`src/cbus_pkg.sv`:
```
// shared constants of the control bus register port
// assumes one 200 MHz clock domain
package cbus_pkg;
	localparam int ADDR_W = 5;
	localparam int DATA_W = 8;
	localparam int REG_COUNT = 32;
	localparam logic [4:0] ADDR_MODE = 5'h00;
	localparam logic [4:0] ADDR_IRQ_COND = 5'h01;
	localparam logic [4:0] ADDR_IRQ_MASK = 5'h02;
	localparam logic [7:0] REG_RESET = 8'h00;
	localparam int PARITY_ERR_BIT = 0;
	localparam int SYNC_STAGES = 2;
	localparam int CLK_PERIOD_NS = 5;
	localparam int SETTLE_NS = 20;
	localparam int SETTLE_CYCLES = (SETTLE_NS + CLK_PERIOD_NS - 1) / CLK_PERIOD_NS;
endpackage

```
`src/cbus_if.sv`:
```
// carrier between the port sequencer and the register file
// assumes both sides share one clock
`timescale 1ns/100ps
`default_nettype none
interface cbus_if;
	logic wr;
	logic [4:0] addr;
	logic [7:0] wdata;
	logic [7:0] rdata;
	logic parity_err;
	modport port (output wr, output addr, output wdata, output parity_err, input rdata);
	modport regs (input wr, input addr, input wdata, input parity_err, output rdata);
endinterface
`default_nettype wire

```
`src/cbus_regfile.sv`:
```
// thirty-two byte registers with irq condition and mask
// assumes writes arrive as one-cycle strobes
`timescale 1ns/100ps
`default_nettype none
module cbus_regfile
	import cbus_pkg::*;
(
	input wire logic clock,
	input wire logic rst,
	cbus_if.regs bus,
	input wire logic [7:0] irq_events,
	output logic irq_pending,
	output logic [7:0] mode
);
	logic [7:0] regs [REG_COUNT];
	logic [7:0] cond_set;

	always_comb begin
		cond_set = irq_events;
		cond_set[PARITY_ERR_BIT] = irq_events[PARITY_ERR_BIT] | bus.parity_err; // [RULE_12]
	end

	// condition register: write one to clear, set wins
	always_ff @(posedge clock) begin
		for (int i = 0; i < REG_COUNT; i++) begin
			if (rst) begin
				regs[i] <= REG_RESET; // [RULE_14]
			end else if (i == int'(ADDR_IRQ_COND)) begin
				regs[i] <= (regs[i] & ~((bus.wr && bus.addr == ADDR_IRQ_COND) ? bus.wdata : 8'h00))
					| cond_set;
			end else if (bus.wr && bus.addr == 5'(i)) begin
				regs[i] <= bus.wdata; // [RULE_06]
			end
		end
	end

	assign bus.rdata = regs[bus.addr]; // [RULE_06]
	assign irq_pending = |(regs[ADDR_IRQ_COND] & ~regs[ADDR_IRQ_MASK]); // [RULE_08]
	assign mode = regs[ADDR_MODE];
endmodule
`default_nettype wire

```
`src/control_bus_register_port.sv`:
```
// asynchronous processor port onto a byte register file
// assumes all pins asynchronous to clock; board resolves open drains
// What this block does
// RULE_01: cycles start only while chip select low
// RULE_02: direction high reads, low writes
// RULE_03: acknowledge low until chip select released
// RULE_04: read data held while acknowledge low
// RULE_05: processor holds write data until acknowledge
// RULE_06: five-bit address selects 32 byte registers
// RULE_07: processor holds address until acknowledge
// RULE_08: interrupt pin low on unmasked pending condition
// RULE_09: parity enable switches write checking
// RULE_10: reads always drive parity bit
// RULE_11: chip select and direction treated asynchronous
// RULE_12: odd parity; bad write discarded, flag set
// RULE_13: local byte clock latches bus signals
// RULE_14: reset clears every register, stop mode
// RULE_15: release acknowledge and data before next cycle
// RULE_16: chip select through two flip-flops
`timescale 1ns/100ps
`default_nettype none
module control_bus_register_port
	import cbus_pkg::*;
(
	input wire logic clock,
	input wire logic rst,
	input wire logic chip_sel_n,
	input wire logic read_not_write,
	input wire logic [4:0] reg_addr,
	input wire logic [7:0] reg_data_in,
	output logic [7:0] reg_data_out,
	output logic reg_data_oe_n,
	input wire logic bus_parity_in,
	output logic bus_parity_out,
	output logic bus_parity_oe_n,
	input wire logic parity_check_en,
	output logic ack_n_out,
	output logic ack_n_oe_n,
	output logic irq_n_out,
	output logic irq_n_oe_n,
	input wire logic [7:0] irq_events,
	output logic [7:0] mode
);
	typedef enum logic [1:0] {
		IDLE = 2'b00,
		SETTLE = 2'b01,
		ACKED = 2'b10
	} state_e;

	function automatic logic odd_parity(input logic [7:0] d);
		return ~(^d);
	endfunction

	cbus_if bus();
	state_e state;
	logic [1:0] cs_sync;
	logic [1:0] dir_sync;
	logic [1:0] pen_sync;
	logic [4:0] addr_q [2];
	logic [7:0] data_q [2];
	logic [1:0] par_q;
	logic [3:0] settle;
	logic is_read;
	logic [7:0] rd_byte;
	logic ack_on;
	logic drive;
	logic write_ok;
	logic cs_active;

	// two-stage synchronisers for every pin except irq_events
	always_ff @(posedge clock) begin
		if (rst) begin
			cs_sync <= 2'b11;
			dir_sync <= 2'b11;
			pen_sync <= 2'b00;
			par_q <= 2'b00;
			addr_q[0] <= 5'h00;
			addr_q[1] <= 5'h00;
			data_q[0] <= 8'h00;
			data_q[1] <= 8'h00;
		end else begin
			cs_sync <= {cs_sync[0], chip_sel_n}; // [RULE_16] [RULE_11] [RULE_13]
			dir_sync <= {dir_sync[0], read_not_write}; // [RULE_11]
			pen_sync <= {pen_sync[0], parity_check_en};
			par_q <= {par_q[0], bus_parity_in};
			addr_q[0] <= reg_addr;
			addr_q[1] <= addr_q[0];
			data_q[0] <= reg_data_in;
			data_q[1] <= data_q[0];
		end
	end

	assign cs_active = ~cs_sync[1];

	// wait a few cycles so address and data have passed their synchronisers
	always_ff @(posedge clock) begin
		if (rst) begin
			state <= IDLE;
			settle <= 4'h0;
			is_read <= 1'b0;
		end else begin
			case (state)
				IDLE: begin
					if (cs_active) begin // [RULE_01]
						state <= SETTLE;
						settle <= 4'(SETTLE_CYCLES);
					end
				end
				SETTLE: begin
					if (!cs_active) begin
						state <= IDLE;
					end else if (settle == 4'h0) begin
						state <= ACKED;
						is_read <= dir_sync[1]; // [RULE_02]
					end else begin
						settle <= settle - 4'h1;
					end
				end
				ACKED: begin
					if (!cs_active) begin
						state <= IDLE; // [RULE_15]
					end
				end
				default: state <= IDLE;
			endcase
		end
	end

	assign write_ok = !pen_sync[1] || (par_q[1] == odd_parity(data_q[1])); // [RULE_09] [RULE_12]
	assign bus.wr = (state == SETTLE) && cs_active && settle == 4'h0 && !dir_sync[1] && write_ok;
	assign bus.parity_err = (state == SETTLE) && cs_active && settle == 4'h0 && !dir_sync[1]
		&& !write_ok; // [RULE_12]
	assign bus.addr = addr_q[1]; // [RULE_06]
	assign bus.wdata = data_q[1];

	// read byte captured on entry to the acknowledged state
	always_ff @(posedge clock) begin
		if (rst) begin
			rd_byte <= 8'h00;
		end else if (state == SETTLE && settle == 4'h0) begin
			rd_byte <= bus.rdata; // [RULE_04]
		end
	end

	always_ff @(posedge clock) begin
		if (rst) begin
			ack_on <= 1'b0;
			drive <= 1'b0;
		end else begin
			ack_on <= (state == ACKED) && cs_active; // [RULE_03] [RULE_15]
			drive <= (state == ACKED) && cs_active && is_read; // [RULE_04] [RULE_15]
		end
	end

	assign reg_data_out = rd_byte;
	assign reg_data_oe_n = ~drive;
	assign bus_parity_out = odd_parity(rd_byte); // [RULE_10]
	assign bus_parity_oe_n = ~drive; // [RULE_10]
	assign ack_n_out = 1'b0;
	assign ack_n_oe_n = ~ack_on; // [RULE_03]

	logic irq_pending;
	logic irq_q;
	always_ff @(posedge clock) begin
		if (rst) begin
			irq_q <= 1'b0;
		end else begin
			irq_q <= irq_pending; // [RULE_08]
		end
	end
	assign irq_n_out = 1'b0;
	assign irq_n_oe_n = ~irq_q;

	cbus_regfile regfile (
		.clock(clock),
		.rst(rst),
		.bus(bus.regs),
		.irq_events(irq_events),
		.irq_pending(irq_pending),
		.mode(mode)
	);
endmodule
`default_nettype wire

```
`config.mk`:
```
export PLATFORM = sky130hd
export DESIGN_NAME = control_bus_register_port
export DESIGN_NICKNAME = d
export VERILOG_FILES = /design/src/cbus_pkg.sv /design/src/cbus_if.sv /design/src/cbus_regfile.sv /design/src/control_bus_register_port.sv
export SDC_FILE = /design/constraint.sdc
export NUM_CORES = 1
export LEC_CHECK = 0
export ABC_AREA = 1
export BUFFER_PORTS_ARGS = -buffer_cell sky130_fd_sc_hd__buf_2
export CAP_MARGIN = 5
export CORE_MARGIN = 2
export CORE_UTILIZATION = 62
export CTS_CLUSTER_SIZE = 16
export DETAILED_ROUTE_END_ITERATION = 8
export HOLD_SLACK_MARGIN = 0.12
export PLACE_DENSITY = 0.81
export SYNTH_ARGS = -nofsm -noshare
export SYNTH_HDL_FRONTEND = slang
export SYNTH_SLANG_ARGS = --single-unit
```
`constraint.sdc`:
```
create_clock -name clock -period 3.2 [get_ports clock]
set_input_delay 0.64 -clock clock [delete_from_list [all_inputs] [get_ports clock]]
set_output_delay 0.64 -clock clock [all_outputs]
set_load 0.1 [all_outputs]
```
* Word-level counts from Yosys, hierarchy flattened
Memory sizes are Yosys's and may differ from the RTL's. A register that Yosys moved wholly into a read port is not among the register bits. Cells that the tools add are included.
Storage, ports and cells: bits in writable memories 282, input port bits 27, memories kept 3, word-level logic and storage cells 297, flip-flop bits (word level) 18
Memories:
- regfile.regs | depth 32, bits a word 8, rd ports 4, clocked after memory_dff 1, write ports 32, line cbus_regfile.sv:15 | logic [7:0] regs [REG_COUNT];
- data_q | depth 2, bits a word 8, rd ports 2, clocked after memory_dff 0, write ports 2, line control_bus_register_port.sv:60 | logic [7:0] data_q [2];
- addr_q | depth 2, bits a word 5, rd ports 2, clocked after memory_dff 0, write ports 2, line control_bus_register_port.sv:59 | logic [4:0] addr_q [2];
Cells by class: reduce and logical (&&, ||, !) cells 54, bitwise operators 48, add/sub/neg operators 1, multiplexer cells 142, equal/unequal tests 39
Operators with widths (number):
- $mux 8 | 35
- $mux 1 | 96
- $eq 5x5->1 const B | 16
- $eq 5x4->1 const B | 8
- $logic_and 1x1->1 | 40
- $or 1x1->1 | 37
- $eq 5x3->1 const B | 4
- $and 8x8->8 | 2
- $not 8->8 | 2
- $reduce_xor 8->1 | 2
- $mux 4 | 3
- $eq 5x2->1 const B | 2
- $mux 5 | 2
- $mux 2 | 4
- $ne 2x2->1 const B | 4
- $or 8x8->8 | 1
- $pmux 4 s2 | 1
- $reduce_or 8->1 | 1
- $not 1->1 | 6
- $pmux 2 s3 | 1
- $reduce_and 3->1 | 2
- $eq 5x1->1 const B | 1
- $logic_not 5->1 | 1
- $logic_not 4->1 | 1
- other kinds (10) | 12

* Depth between registers and ports, before layout
An unclocked memory read counts as a cell.
depth in word-level cells 12, depth in mapped cells 14, mapped depth without buffers 13

* Hierarchy
A second synthesis with hierarchy kept.
Second synthesis, totals: cell total of the unflattened synthesis 1643, area total of the unflattened synthesis 14335.0 µm²
By module, submodules not included:
- cbus_regfile | area each 12365.6 µm², cells an instance 1400, times used 1, sequential area each 7607.3 µm²
- control_bus_register_port | area each 1969.4 µm², cells an instance 243, times used 1, sequential area each 1041.0 µm²

* Least setup slack after synthesis
No wires, ideal clock.
path type reg-to-output, start point register rd_byte[2] (netlist: reg_data_out[2]) (read register of regfile.regs), end point output bus_parity_out, path buffers 0, arrival time 2.904 ns, path slack -0.344 ns, required time 2.560 ns, cell stages (with the launch flop) 4, cells stage by stage dfxtp_1 -> xnor2_1 -> xnor2_1 -> xnor2_1
Between the ends: cells in the longest elaborated chain, start to end 2
Ends and longest elaborated chain:
- start: declaration | line control_bus_register_port.sv:64 | logic [7:0] rd_byte;
- $reduce_xor 8->1 | line control_bus_register_port.sv:51 | return ~(^d);
- $not 1->1 | line control_bus_register_port.sv:51
- end: declaration | line control_bus_register_port.sv:34 | output logic bus_parity_out,
Every way passes these cells.

==> flow_summary.yaml <==
worst_setup_path:
  r2r_slack_ns: 0.43
  path_class: "reg -> reg"
  cp_max_fo: 63
  cp-end-kind: "flip-flop"
  worstPathArrival_ns: 3.26
  required_ns: 3.69
  cp-start-kind: "flip-flop"
die:
  io_pins: 50
  start_util_pct: 63.5
  std_cell_rows: 53
  fp.dieH_um: 151
  dieArea_um2: 22900
  core_um2: 21200
  die_w_um: 151
cts:
  clk_path_buf_depth: 3
  cts_tree: "built"
  cts.sinks: 308
  ctsResizeCount: 0
  cts_buffers: 30
  post_cts_buffers: 0
  clock_latency_ns: 0.56
  cts_root_buffer: "clkbuf_16"
  clkTransAtPathRegs_ns: 0.06
  hold_buffers: 0
  h-tree-depth: 1
detailed_routing:
  viasPerCell: 6.11
  ant_nets: 0
  via_count: 9784
  drtIter0Drc: 1358
  wl_per_cell_um: 20.7
  wl_um: 33100
  drt_first_pass_iters: 7
  drcViolationCount: 0
sta:
  rsz0062_at_grt: "no"
  setup_tns_ns: 0
  fin_skew_ns: 0.0287
  hold_viol: 0
  tightest_slew_ns: 1.20
  slew_violations: 0
  min_period_ns: 2.77
  clock.fmax_mhz: 361
  setup_viol: 0
  relSlewSlack_pct: 19.9
  period_share_pct: 86.6
logic_synthesis:
  synth_edf_count: 248
  ys_top_cells_by_count: "nor2_1 (308), edfxtp_1 (248), nand2_1 (239)"
  synth_cells: 1278
  synthFlopType: "edfxtp_1"
  yosysWarnings: 0
  synth_area_um2: 13400
  synth_most_common_cell: "nor2_1"
  synth.distinct_cells: 37
  seq_area_frac_synth_pct: 64.4
  yosys.area.top_type: "edfxtp_1"
  yosysTopAreaCellShare_pct: 55.4
  synth-seq-cells: 308
  async_reset_ff_share_pct: 0
  avgSynthCellArea_um2: 10.5
  synth.area.top_cells: "edfxtp_1 (55%), dfxtp_1 (8.9%), nor2_1 (8.6%)"
cells_and_area:
  nFillCells: 1439
  n_antenna_cell: 0
  nets: 1333
  drive_gt1_share_pct: 12.0
  area_growth_pct: 10.7
pwr:
  power.density_nw_per_um2: 573
  p_leak_nw: 5.49
  power_mw: 8.52
  ir_drop_uv: 568
status:
  run_status: "completed"
global_route:
  grt_overflow: 0
  antenna_found_initial: 0
  grt_pass1_vias: 9089
  grt_max_degree: 64
  grtUsageTotal_pct: 29.3
  grt_pass1_wl_um: 50100
job:
  cap_viol_max_count: 0
place:
  gp_congestion: 0.941
  io_buffers: 47
  dp_hpwl_um: 21400
min_path:
  hold_class: "in -> reg"
-- cell type report --
cell class                      count  area, um2  area share (%)
Sequential cell                   308       8650            58.1
Tap cell                          275        344            2.31
Clock buffer                       43        841            5.65
Timing Repair Buffer               70        458            3.08
Inverter                           81        305            2.05
Multi-Input combinational cell    813       4160            28.0
Clock inverter                     11        113           0.757
-- through the flow --
stage	cell area, um2	util (%)	setup slack, ns	std cells	hold WS [ns]
floorplan	13400	-	0.271	1279	0.388
global placement	13900	65.8	0.636	1547	0.391
CTS	14900	70.3	0.538	1601	0.274
global route	14900	70.3	0.309	1601	0.267
detailed placement	13900	65.8	0.550	1547	0.394
finish	14900	70.3	0.428	1601	0.285
-- cell usage in the layout (no fill, tap or decap), drive strengths merged --
cell / n
xnor2: 6
inv: 79
nand3: 38
dfxtp: 60
a21o: 3
o21ai: 27
nand3b: 1
edfxtp: 248
or2: 4
nand4: 26
nor2: 311
a22oi: 102
o22ai: 2
a211oi: 1
a22o: 7
bufinv: 2
conb: 2
nand2: 240
buf: 70
ha: 2
xor2: 3
a21oi: 34
a31oi: 1
o41ai: 1
clkbuf: 43
a221oi: 2
clkinv: 11
-- logic make-up after synthesis --
family	share of synthesized area, %
other	0.0279
flip-flops	64.4
AO/OA/AOI/OAI	8.99
buffers and inverters	4.83
adder cells (fa/ha/maj)	0.186
AND/OR/NAND/NOR	21.0
XOR/XNOR	0.587
-- state kept, by name, summed over array words and instances (netlist names) --
signal / count
dir_sync: 2
cs_sync: 2
pen_sync: 2
settle: 4
reg_data_out: 8
drive: 1
par_q: 2
ack_on: 1
is_read: 1
state: 2
addr_q: 10
regfile.regs: 256
irq_q: 1
data_q: 16
-- worst paths after layout --
path | start | end | cells past startpoint
worst min register to register | data_q[0][3]$_SDFF_PP0_ | data_q[0][11]$_SDFF_PP0_ | 2
worst max register to register | addr_q[0][6]$_SDFF_PP0_ | reg_data_out[6]$_SDFFE_PP0P_ | 8
worst max-delay path | addr_q[0][6]$_SDFF_PP0_ | reg_data_out[6]$_SDFFE_PP0P_ | 8
worst min-delay path | read_not_write | dir_sync[0]$_SDFF_PP1_ | 2
-- worst max-delay path, stage by stage (launching register included) --
cell and delay [ns]:
dfxtp_1 0.50, nand2_1 0.30, inv_2 0.95, a22oi_1 0.29, nand2_1 0.19, nand2_1 0.10
nand4_1 0.11, nand2_1 0.10, a21oi_1 0.15
-- routing by layer --
layer | vias up | share of wire (%) | global-route usage [%]
met5 | - | 0 | 0
met4 | 0 | 4.6 | 12.2
met3 | 118 | 11 | 5.33
met2 | 694 | 48 | 47.3
met1 | 4551 | 37 | 39.3
li1 | 4421 | - | -
-- power breakdown --
group	switching, mW	internal, mW	leakage (nW)	total [mW]
sequential	0.0671	4.46	3.04	4.52
combinational	0.462	0.138	1.98	0.601
clock	1.42	1.98	0.471	3.40
Note: power is estimated with default switching activity, not from simulation.
